<file path="src/typec_pins_defs.svh">
`ifndef TYPEC_PINS_DEFS_SVH
`define TYPEC_PINS_DEFS_SVH

// ==========================================
// Target addresses
`define ADDR_HIGH_TARGET 7'h67
`define ADDR_LOW_TARGET 7'h47

// ==========================================
// Tri-level pin encodings
`define TRI_LOW 2'h0
`define TRI_OPEN 2'h1
`define TRI_HIGH 2'h2

// ==========================================
// Current level encodings
`define CUR_DEFAULT 2'h0
`define CUR_MEDIUM 2'h1
`define CUR_HIGH 2'h2

// ==========================================
// Synchroniser rest value: enables off, supply good, shared pins at pull-up
`define PIN_SYNC_RESET 5'h1F

`endif

</file>
<file path="src/typec_pins_pkg.sv">
package typec_pins_pkg;

    // Decoded level of a tri-level pin
    typedef enum logic [1:0]
    {
        TRI_LOW_E = 2'h0,
        TRI_OPEN_E = 2'h1,
        TRI_HIGH_E = 2'h2
    } tri_level_t;

    // Port role
    typedef enum logic [1:0]
    {
        UPSTREAM_ROLE = 2'h0,
        DUAL_ROLE = 2'h1,
        DOWNSTREAM_ROLE = 2'h2
    } port_role_t;

    // Current advertisement or detection level
    typedef enum logic [1:0]
    {
        CUR_DEFAULT_E = 2'h0,
        CUR_MEDIUM_E = 2'h1,
        CUR_HIGH_E = 2'h2
    } cur_level_t;

    // Status from the CC detection core
    typedef struct packed
    {
        logic attached;
        logic acting_source;
        logic orientation;
        logic audio_accessory;
        logic cable_power_overcurrent;
        cur_level_t detected_current;
    } cc_status_t;

    // Open-drain pin pair, output and enable
    typedef struct packed
    {
        logic out;
        logic oe;
    } od_drive_t;

endpackage

</file>
<file path="src/typec_port_ctrl_status_pins.sv">
`timescale 1ns/1ns
`include "typec_pins_defs.svh"

module typec_port_ctrl_status_pins
(
    // Clock and reset
    input wire logic clock,
    input wire logic srst,
    // Tri-level straps, already decoded, asynchronous
    input wire typec_pins_pkg::tri_level_t addr_select,
    input wire typec_pins_pkg::tri_level_t port_role_select,
    input wire typec_pins_pkg::tri_level_t current_level_select,
    // Enables and supply, asynchronous pins
    input wire logic switch_enable_low,
    input wire logic cc_logic_enable_low,
    input wire logic supply_5v_good,
    // From register logic, same clock
    input wire logic soft_reset,
    input wire logic reg_changed,
    input wire logic irq_clear,
    input wire typec_pins_pkg::cc_status_t cc_status,
    // Shared pin A: data or current flag
    input wire logic data_or_current_flag_a_in,
    output logic data_or_current_flag_a_out,
    output logic data_or_current_flag_a_oe,
    // Shared pin B: clock or current flag
    input wire logic clock_or_current_flag_b_in,
    output logic clock_or_current_flag_b_out,
    output logic clock_or_current_flag_b_oe,
    // I2C target side, to and from the serial engine
    input wire logic i2c_sda_drive_low,
    output logic i2c_enable,
    output logic [6:0] i2c_target_addr,
    output logic i2c_sda_in,
    output logic i2c_scl_in,
    // Open-drain status pins
    output logic orientation_out,
    output logic orientation_oe,
    output logic irq_or_audio_flag_out,
    output logic irq_or_audio_flag_oe,
    output logic cable_power_fault_low_out,
    output logic cable_power_fault_low_oe,
    output logic attach_as_source_low_out,
    output logic attach_as_source_low_oe,
    // Control to mux and CC core
    output logic mux_active,
    output logic cc_active,
    output typec_pins_pkg::port_role_t port_role,
    output typec_pins_pkg::cur_level_t advertised_current
);
    import typec_pins_pkg::*;

    // ==========================================
    // Input synchronisers
    // Three stages; a change counts when stages two and three agree
    logic [4:0] sync1_ff;
    logic [4:0] sync2_ff;
    logic [4:0] sync3_ff;
    logic [4:0] stable_ff;
    logic [4:0] raw_in;
    // Rest levels match the idle pins, so no false edge follows reset
    localparam logic [4:0] SYNC_RESET_BITS = `PIN_SYNC_RESET;

    assign raw_in = {switch_enable_low, cc_logic_enable_low, supply_5v_good,
                     data_or_current_flag_a_in, clock_or_current_flag_b_in};

    // Shift chain for all pin inputs except the tri-level straps
    always_ff @(posedge clock)
    begin
        if (srst)
        begin
            sync1_ff <= SYNC_RESET_BITS;
            sync2_ff <= SYNC_RESET_BITS;
            sync3_ff <= SYNC_RESET_BITS;
        end
        else
        begin
            sync1_ff <= raw_in;
            sync2_ff <= sync1_ff;
            sync3_ff <= sync2_ff;
        end
    end

    // Accept a bit only once two stages agree
    genvar gi;
    generate
        for (gi = 0; gi < 5; gi++)
        begin : g_filter
            always_ff @(posedge clock)
            begin
                if (srst)
                    stable_ff[gi] <= SYNC_RESET_BITS[gi];
                else if (sync2_ff[gi] == sync3_ff[gi])
                    stable_ff[gi] <= sync3_ff[gi];
            end
        end
    endgenerate

    logic mux_en_low_s;
    logic cc_en_low_s;
    logic supply_s;
    assign mux_en_low_s = stable_ff[4];
    assign cc_en_low_s = stable_ff[3];
    assign supply_s = stable_ff[2];

    // ==========================================
    // Straps
    // Straps are tied on the board; caught in clocked logic after reset
    logic gpio_mode_ff;
    logic [6:0] addr_ff;
    logic strap_taken_ff;

    always_ff @(posedge clock)
    begin
        if (srst)
        begin
            gpio_mode_ff <= 1'b1;
            addr_ff <= 7'h00;
            strap_taken_ff <= 1'b0;
        end
        else if (!strap_taken_ff)
        begin
            strap_taken_ff <= 1'b1;
            gpio_mode_ff <= (addr_select == TRI_OPEN_E);
            unique case (addr_select)
                TRI_HIGH_E: addr_ff <= `ADDR_HIGH_TARGET;
                TRI_LOW_E: addr_ff <= `ADDR_LOW_TARGET;
                default: addr_ff <= 7'h00;
            endcase
        end
    end

    assign i2c_enable = strap_taken_ff && !gpio_mode_ff;
    assign i2c_target_addr = addr_ff;

    // ==========================================
    // Enables
    always_ff @(posedge clock)
    begin
        if (srst)
        begin
            mux_active <= 1'b0;
            cc_active <= 1'b0;
        end
        else
        begin
            mux_active <= !mux_en_low_s;
            cc_active <= !cc_en_low_s && supply_s;
        end
    end

    // ==========================================
    // Port role sampling
    // Role is sampled on entry to the running state or on soft_reset, so a strap change mid-session waits for one of them
    logic cc_run;
    logic cc_run_d_ff;
    assign cc_run = !cc_en_low_s && supply_s;

    always_ff @(posedge clock)
    begin
        if (srst)
            cc_run_d_ff <= 1'b0;
        else
            cc_run_d_ff <= cc_run;
    end

    always_ff @(posedge clock)
    begin
        if (srst)
            port_role <= DUAL_ROLE;
        else if ((cc_run && !cc_run_d_ff) || soft_reset)
        begin
            unique case (port_role_select)
                TRI_HIGH_E: port_role <= DOWNSTREAM_ROLE;
                TRI_LOW_E: port_role <= UPSTREAM_ROLE;
                default: port_role <= DUAL_ROLE;
            endcase
        end
    end

    // Advertised current from strap; only meaningful when sourcing
    always_ff @(posedge clock)
    begin
        if (srst)
            advertised_current <= CUR_DEFAULT_E;
        else if (port_role == UPSTREAM_ROLE)
            advertised_current <= CUR_DEFAULT_E;
        else
        begin
            unique case (current_level_select)
                TRI_HIGH_E: advertised_current <= CUR_HIGH_E;
                TRI_OPEN_E: advertised_current <= CUR_MEDIUM_E;
                default: advertised_current <= CUR_DEFAULT_E;
            endcase
        end
    end

    // ==========================================
    // Interrupt latch
    // Set wins over clear so a change in the clear cycle is kept
    logic irq_pending_ff;

    always_ff @(posedge clock)
    begin
        if (srst)
            irq_pending_ff <= 1'b0;
        else if (reg_changed)
            irq_pending_ff <= 1'b1;
        else if (irq_clear)
            irq_pending_ff <= 1'b0;
    end

    // ==========================================
    // Open-drain pull-low requests
    logic pull_a;
    logic pull_b;
    logic pull_irq;
    logic sink_gpio;
    assign sink_gpio = gpio_mode_ff && (port_role != DOWNSTREAM_ROLE) && !cc_status.acting_source;
    assign pull_a = gpio_mode_ff ? (sink_gpio && cc_status.attached &&
                    cc_status.detected_current != CUR_DEFAULT_E)
                    : i2c_sda_drive_low;
    assign pull_b = sink_gpio && cc_status.attached &&
                    cc_status.detected_current == CUR_HIGH_E;
    assign pull_irq = gpio_mode_ff ? cc_status.audio_accessory
                      : irq_pending_ff;

    // Output drives; a pin is pulled low or released, never driven high
    always_ff @(posedge clock)
    begin
        if (srst)
        begin
            data_or_current_flag_a_oe <= 1'b0;
            clock_or_current_flag_b_oe <= 1'b0;
            irq_or_audio_flag_oe <= 1'b0;
            orientation_oe <= 1'b0;
            cable_power_fault_low_oe <= 1'b0;
            attach_as_source_low_oe <= 1'b0;
        end
        else
        begin
            data_or_current_flag_a_oe <= pull_a;
            clock_or_current_flag_b_oe <= pull_b;
            irq_or_audio_flag_oe <= pull_irq;
            orientation_oe <= cc_active && cc_status.orientation;
            cable_power_fault_low_oe <= cc_status.cable_power_overcurrent;
            attach_as_source_low_oe <= cc_active && cc_status.attached &&
                ((port_role == DOWNSTREAM_ROLE) ||
                 (port_role == DUAL_ROLE && cc_status.acting_source));
        end
    end

    // Data of every open-drain pin is a constant low
    assign data_or_current_flag_a_out = 1'b0;
    assign clock_or_current_flag_b_out = 1'b0;
    assign irq_or_audio_flag_out = 1'b0;
    assign orientation_out = 1'b0;
    assign cable_power_fault_low_out = 1'b0;
    assign attach_as_source_low_out = 1'b0;

    // Filtered pin levels to the serial engine; idle high in GPIO mode
    assign i2c_sda_in = gpio_mode_ff ? 1'b1 : stable_ff[1];
    assign i2c_scl_in = gpio_mode_ff ? 1'b1 : stable_ff[0];

endmodule // typec_port_ctrl_status_pins

</file>
<file path="config.mk">
export PLATFORM = sky130hd
export DESIGN_NAME = typec_port_ctrl_status_pins
export DESIGN_NICKNAME = d
export VERILOG_FILES = /design/src/typec_pins_pkg.sv /design/src/typec_port_ctrl_status_pins.sv
export VERILOG_INCLUDE_DIRS = /design/src
export SDC_FILE = /design/constraint.sdc
export NUM_CORES = 1
export LEC_CHECK = 0
export ABC_CLOCK_PERIOD_IN_PS = 800
export BUFFER_PORTS_ARGS = -buffer_cell sky130_fd_sc_hd__buf_4
export CORE_MARGIN = 2
export CORE_UTILIZATION = 42
export CTS_CLUSTER_DIAMETER = 40
export DETAILED_ROUTE_END_ITERATION = 8
export PLACE_DENSITY = 0.79
export SYNTH_ARGS = -nofsm -noshare
export SYNTH_HDL_FRONTEND = slang
export SYNTH_SLANG_ARGS = --single-unit
</file>
<file path="constraint.sdc">
create_clock -name clock -period 0.8 [get_ports clock]
set_input_delay 0.04 -clock clock [delete_from_list [all_inputs] [get_ports clock]]
set_output_delay 0.04 -clock clock [all_outputs]
set_load 0.03 [all_outputs]
</file>
# Word level (Yosys, flattened, before mapping)
# Cells that the tools add are included.
# word_totals
register_bits,42
inputBits,24
out_inout_bits,28
# op_classes
n_eq_ne,14
mux,10
n_reduce_logical,25
# ops
operator,n
case mux 7 bit (2 select lines),1
logical AND 1 bit,12
"== test 2 bit, second input constant",5
case mux 2 bit (2 select lines),2
two-way mux 1 bit,7
"== test 2 x 1 -> 1 bit, second input constant",3
logical NOT 2 bit,3
== test 1 bit,5
logical NOT 1 bit,5
nonzero test 2 bit,2
logical OR 1 bit,2
"inequality test 2 bit, second input constant",1
OR reduction 2 bit,1

# Longest topological paths before layout
# Gate-level depths: netlist of run 1.
# depth
word_depth,6
depth_mapped,5

# Worst setup path before layout of run 1
# Ideal clock, no wire load.
# synth_timing
path_kind,reg-to-reg
start,register strap_taken_ff
end,register gpio_mode_ff
setup_time_ns,0.147
t_arrival_ns,1.013
setup_slack_ns,-0.360
path_stages_with_launch,3
synth_period_minus_slack_ns,1.160
path_cell_list,dfxtp_1 > nor2b_1 > o21ai_0
# synth_lines
item,line,text
from (decl),typec_port_ctrl_status_pins.sv:111,logic strap_taken_ff;
from (signal assigned),typec_port_ctrl_status_pins.sv:119,strap_taken_ff <= 1'b0;
from (signal assigned),typec_port_ctrl_status_pins.sv:123,strap_taken_ff <= 1'b1;
to (signal assigned),typec_port_ctrl_status_pins.sv:124,gpio_mode_ff <= (addr_select == TRI_OPEN_E);
to (decl),typec_port_ctrl_status_pins.sv:109,logic gpio_mode_ff;

# Worst setup path after layout of run 1
# layout_timing
start,register gpio_mode_ff
end,output port i2c_enable
# layout_via
elab_chain_cells,2
# layout_lines
item,line,text
logical NOT 1 bit,typec_port_ctrl_status_pins.sv:133,assign i2c_enable = strap_taken_ff && !gpio_mode_ff;
logical AND 1 bit,typec_port_ctrl_status_pins.sv:133,
to (decl),typec_port_ctrl_status_pins.sv:32,"output logic i2c_enable,"
# No other way between the ends.

==> flow_summary.toml, run 1 <==
[power]
peakVddDrop_v = 0.00104
internal-power_mw = 2.83
p_leak_nw = 0.930
power_frac_comb_pct = 15.1
power_frac_clock_pct = 32.1
power.density_mw_per_mm2 = 1710
pwr-share-seq_pct = 52.8
sw_frac_of_total_pct = 23.4
p_sw_mw = 0.862

[min_path]
hold-path-cell-count = 4
whs_endpoint = "port_role[1]$_SDFFE_PP0P_"
min_from = "port_role_select[0]"
hold_path.class = "in2reg"

[layout]
drive_gt1_share_pct = 55.9
stdcell_count = 237
area_delta_synth_final_pct = 68.3
antenna_cells = 0
nNetsFinal = 227

[clocking]
cts_buffers = 5
cts-root-buf = "clkbuf_4"
cts_tree = "yes"
insertion_delay_ns = 0.33
cts_max_level = 2
clk_path_buf_depth = 2
clk_pin_slew_ns = 0.10
clock_sinks = 37

[sta]
hold_violations = 0
fin_crit_sh_pct = 139
rsz0062_at_grt = "true"
period_needed_ns = 1.11
fin_skew_ns = 0.00637
fmax_mhz = 899
setup_tns_ns = -2.85
setup_violations = 28
maxSlewViolCount = 0
setup_ws_ns = -0.313

[place]
hpwl_um = 1690
place_inst = 203
gp_congestion = 0.718
dp_slack_ns = -0.118
numPortBuffers = 43

[synthesis]
synth_edf_count = 0
ys_ff_latch = 37
syn_avg_cell_area_um2 = 10.3
synthCells = 125
synth-seq-area-share_pct = 57.6
yosys_warnings = 0
synth_cell_type_count = 23
synth_ff_type = "dfxtp_1"
synthesis.area_mm2 = 0.00128
async_flop_share_pct = 0

[setup_path]
critPathBufInv = 2
worstSetupPathType = "reg2out"
cpLargestDelayFamily = "flip-flops"
ff2ff_setup_slack_ns = -0.26
timing.rr.start = "gpio_mode_ff$_SDFFE_PP1N_"
reg2reg_depth = 5
crit_chain = "buf_6 -> nor2b_4 -> buf_6"
cp-end-kind = "output pin"
critPathSlowestCell = "dfxtp_4"
crit_top_cell = "buf_6"
cp.arrival_ns = 1.07
cp.required_ns = 0.76
r2r-end = "data_or_current_flag_a_oe$_SDFF_PP0_"
critPathMaxStageDelay_ns = 0.37
crit_fanout = 4
critPathLaunchType = "register"

[global_route]
grt-ovfl-total = 0
antenna_found_initial = 0
grt_pass1_wl_um = 4360
grt_max_degree = 19
grt_usage_pct = 17.1
grt_pass1_vias = 1095

[detailed_routing]
routed_wl_um = 2810
route.detailed.drc = 0
dr.pass1.iters = 4
drt_first_iter_violations = 28
routedWlPerCell_um = 11.8
ant_nets = 0
viasPerCell = 4.68
num_vias = 1108

[floorplan]
pin_count = 52
dieArea_mm2 = 0.00352
fp.dieH_um = 59.3
start_util_pct = 43.2
core_area_mm2 = 0.00298
row_count = 20
die_w_um = 59.3

[outcome]
outcome = "complete, but fails checks"
violations = "negative setup slack"

[run]
max_cap_viol_count = 0
==> logic make-up (layout without fill, tap and decap cells) <==
kind of cell / count (synthesis) / after routing / synth area share (%)
other cells: 1 / 8 / 0.292
buf+inv: 20 / 92 / 11.4
flops: 37 / 37 / 57.6
simple gates: 43 / 43 / 19.9
compound gates: 23 / 23 / 10.0
mux: 1 / 1 / 0.779
==> per-layer routing <==
| metal | wire length [um] | vias up | track usage, % |
|---|---|---|---|
| met4 | 119 | 0 | 11.7 |
| met3 | 165 | 13 | 7.64 |
| met2 | 1480 | 45 | 30.5 |
| li1 | - | 549 | - |
| met1 | 1040 | 501 | 15.0 |
| met5 | 0 | - | 0 |
==> synth_stat cells (2+ instances only) <==
master / n / area share (%)
nand3_1: 2 / 0.78
nand2b_1: 2 / 0.97
buf_4: 11 / 6.4
dfxtp_1: 37 / 58
a21oi_1: 10 / 3.9
nor2_1: 11 / 3.2
nor3b_1: 4 / 2.3
inv_1: 5 / 1.5
buf_6: 4 / 3.5
nor2b_1: 2 / 0.97
or2_2: 14 / 6.8
and3_1: 2 / 0.97
o21ai_0: 9 / 3.5
or2_1: 3 / 1.5
==> final cells by class <==
cell class | count | area [um^2]
clock buffer | 8 | 80.1
fill | 208 | 816
inverter | 5 | 18.8
multi-input combinational | 75 | 497
sequential | 37 | 779
tap | 33 | 41.3
timing repair buffer | 79 | 746
==> power groups by stage <==
stage                     logic [mW]  registers [mW]  clock network, mW
final                          0.558            1.94               1.18
after detailed placement       0.406            1.98                  0
after CTS                      0.528            1.94               1.24
after global routing           0.595            1.95               1.32
after floorplan                0.227            2.02                  0
after global placement         0.399            1.98                  0
==> layout by cell type (no fill, tap or decap), types with 5 or more instances in the layout <==
cell / n
dfxtp_1: 18
a21oi_1: 5
dfxtp_4: 6
a21oi_2: 5
dlygate4sd3_1: 20
clkbuf_4: 5
or2_2: 12
nor2_1: 10
conb_1: 8
buf_4: 34
buf_6: 24
dfxtp_2: 13
==> registers in the layout (all words and copies together) (netlist names), 2 cells and up <==
| signal | count |
|---|---|
| sync1_ff | 5 |
| sync2_ff | 5 |
| sync3_ff | 5 |
| advertised_current | 2 |
| i2c_target_addr | 2 |
| port_role | 2 |
| stable_ff | 2 |
==> metrics by stage <==
step                power, mW  hold WS [ns]  cell area (um^2)  utilization [%]
floorplan                2.25         0.116              1340                -
global placement         2.38         0.207              1660             55.8
detailed placement       2.39         0.213              1660             55.8
CTS                      3.71       0.00448              2090             70.1
global route             3.87       0.00823              2160             72.6
finish                   3.69        0.0253              2160             72.6
==> what timing repair did <==
item	4_1_cts	5_1_grt
resized for setup	40	20
setup endpoints to repair	24	35
endpoints found under the hold margin	19	0
pin swaps	6	3
hold buffers	20	0
buffers inserted	4	3
==> worst min-delay path, delay by kind of cell <==
family          cells  cell delay [ns]
buf+inv             1             0.09
simple gates        1             0.05
compound gates      2             0.13
==> how the worst max path moves through the flow <==
stage	startpoint	end	slack, ns	cells after the start
floorplan	port_role[0]$_SDFFE_PP1P_	data_or_current_flag_a_oe$_SDFF_PP0_	-0.04	3
global placement	gpio_mode_ff$_SDFFE_PP1N_	i2c_scl_in	-0.04	2
detailed placement	cc_en_low_s$_SDFFE_PP1N_	port_role[1]$_SDFFE_PP0P_	-0.12	3
CTS	gpio_mode_ff$_SDFFE_PP1N_	i2c_enable	-0.33	3
global route	gpio_mode_ff$_SDFFE_PP1N_	i2c_enable	-0.37	3
finish	gpio_mode_ff$_SDFFE_PP1N_	i2c_enable	-0.31	3
(Power assumes the default switching activity.)
==> run 2, diff against run 1 <==
GPL_TIMING_DRIVEN = 0   (was unset)
==> run 2 against run 1 <==
Highest routed layer unchanged. Maximum frequency down 1.2%. Non-clock buffer count up 5. Largest power group unchanged. Critical path type unchanged. Cell area up 2.4%. Sequential share of layout area down 0.78 points. The flow still finishes with violations (negative setup slack). Critical endpoint unchanged. Cell count up 2.1%. Hold slack worse by 0.0079 ns. Routed wire length up 14%. First-iteration DRC count down 36%.
==> flow_summary.toml, run 2 (same netlist as run 1, synthesis figures left out) <==
[global_route]
antenna_found_initial = 0
grt_pass1_vias = 1067
grt-ovfl-total = 0
grt_pass1_wl_um = 4660
grt_usage_pct = 18.7
grt_max_degree = 14

[sta]
maxSlewViolCount = 0
fmax_mhz = 888
fin_crit_sh_pct = 141
hold_ws_ns = 0.0174
fin_skew_ns = 0.00478
rsz0062_at_grt = "true"
period_needed_ns = 1.13
hold_violations = 0
setup_ws_ns = -0.326
setup_tns_ns = -3.15
setup_violations = 25

[detailed_routing]
viasPerCell = 4.56
ant_nets = 0
num_vias = 1104
route.detailed.drc = 0
dr.pass1.iters = 4
drt_first_iter_violations = 18
routed_wl_um = 3200
routedWlPerCell_um = 13.2

[outcome]
outcome = "complete, but fails checks"
violations = "negative setup slack"

[place]
hpwl_um = 1660
numPortBuffers = 42
place_inst = 207
gp_congestion = 0.702

[layout]
top_regs = "sync1_ff x5, sync2_ff x5, sync3_ff x5"
utilization_pct = 74.3
area_delta_synth_final_pct = 72.2
nNetsFinal = 232
multiInputGateArea_um2 = 493
ff_latch_area_um2 = 781
layout_commonest_cell = "buf_4"
layout_common_cells = "buf_4 (33), buf_6 (29), dlygate4sd3_1 (21)"
drive_gt1_share_pct = 55.5
stdcell_count = 242
antenna_cells = 0
nFillCells = 190

[setup_path]
cp.arrival_ns = 1.09
critPathLaunchType = "register"
worstSetupPathType = "reg2out"
cp-end-kind = "output pin"
cpLargestDelayFamily = "flip-flops"
crit_chain = "buf_6 -> nor2b_4 -> buf_6"
critPathMaxStageDelay_ns = 0.38
critPathBufInv = 2
cp.required_ns = 0.76
crit_fanout = 4
crit_top_cell = "buf_6"
critPathSlowestCell = "dfxtp_4"

[floorplan]
fp.dieH_um = 59.3
row_count = 20
core_area_mm2 = 0.00298
die_w_um = 59.3
start_util_pct = 43.2
dieArea_mm2 = 0.00352
pin_count = 52

[clocking]
cts_max_level = 2
cts_buffers = 5
cts_tree = "yes"
cts-root-buf = "clkbuf_4"
clk_pin_slew_ns = 0.11
insertion_delay_ns = 0.34
clock_sinks = 37
clk_path_buf_depth = 2

[run]
max_cap_viol_count = 0

[min_path]
hold_path.class = "in2reg"

[power]
p_leak_nw = 0.981
total_power_mw = 3.85
power.density_mw_per_mm2 = 1740
peakVddDrop_v = 0.00126
==> run 2: final cells by class <==
class | instances | share of cell area [%]
sequential | 37 | 35.3
timing repair buffer | 69 | 29.7
multi-input combinational | 75 | 22.3
buffer | 15 | 6.27
clock inverter | 3 | 2.04
tap | 33 | 1.87
clock buffer | 5 | 1.70
inverter | 5 | 0.848
==> run 2: worst min-delay path, cell delays in order <==
cell	delay (ns)
buf_6	0.10
buf_6	0.13
nor2_1	0.05
==> run 2: path summary, 6_finish.rpt <==
kind | endpoint | slack [ns] | startpoint | cells past startpoint
hold reg to reg | sync2_ff[2]$_SDFF_PP1_ | 0.42 | sync1_ff[2]$_SDFF_PP1_ | 1
setup / recovery | i2c_enable | -0.33 | gpio_mode_ff$_SDFFE_PP1N_ | 3
setup reg to reg | data_or_current_flag_a_oe$_SDFF_PP0_ | -0.28 | gpio_mode_ff$_SDFFE_PP1N_ | 5
hold / removal | irq_or_audio_flag_oe$_SDFF_PP0_ | 0.02 | srst | 3
==> run 2: what timing repair did <==
| item | CTS | global route |
|---|---|---|
| endpoints found under the hold margin | 18 | 1 |
| hold buffers | 21 | 1 |
| setup endpoints to repair | 26 | 31 |
| gates cloned | 0 | 0 |
| setup buffers | 3 | 2 |
| resized for setup | 45 | 14 |
| pin swaps | 5 | 4 |
==> run 2: layer usage <==
metal | GRT usage (%) | up-vias | share of wire [%] | routed length [um]
li1 | - | 556 | - | -
met2 | 33.0 | 38 | 57 | 1810
met1 | 18.7 | 506 | 38 | 1210
met3 | 8.52 | 4 | 4.8 | 155
met4 | 7.79 | 0 | 0.84 | 27
met5 | 0 | - | 0 | 0
==> run 2: where the power goes <==
| part | switching, mW | internal, mW | total [mW] |
|---|---|---|---|
| clock | 0.626 | 0.664 | 1.29 |
| sequential | 0.0453 | 1.90 | 1.94 |
| combinational | 0.276 | 0.344 | 0.620 |
| total | 0.948 | 2.91 | 3.85 |
==> run 2: stage by stage <==
stage | worst slack, ns | instance area [um^2]
after floorplan | -0.0366 | 1340
after global placement | -0.0514 | 1700
after detailed placement | -0.114 | 1700
after CTS | -0.336 | 2140
after global routing | -0.386 | 2210
final | -0.326 | 2210
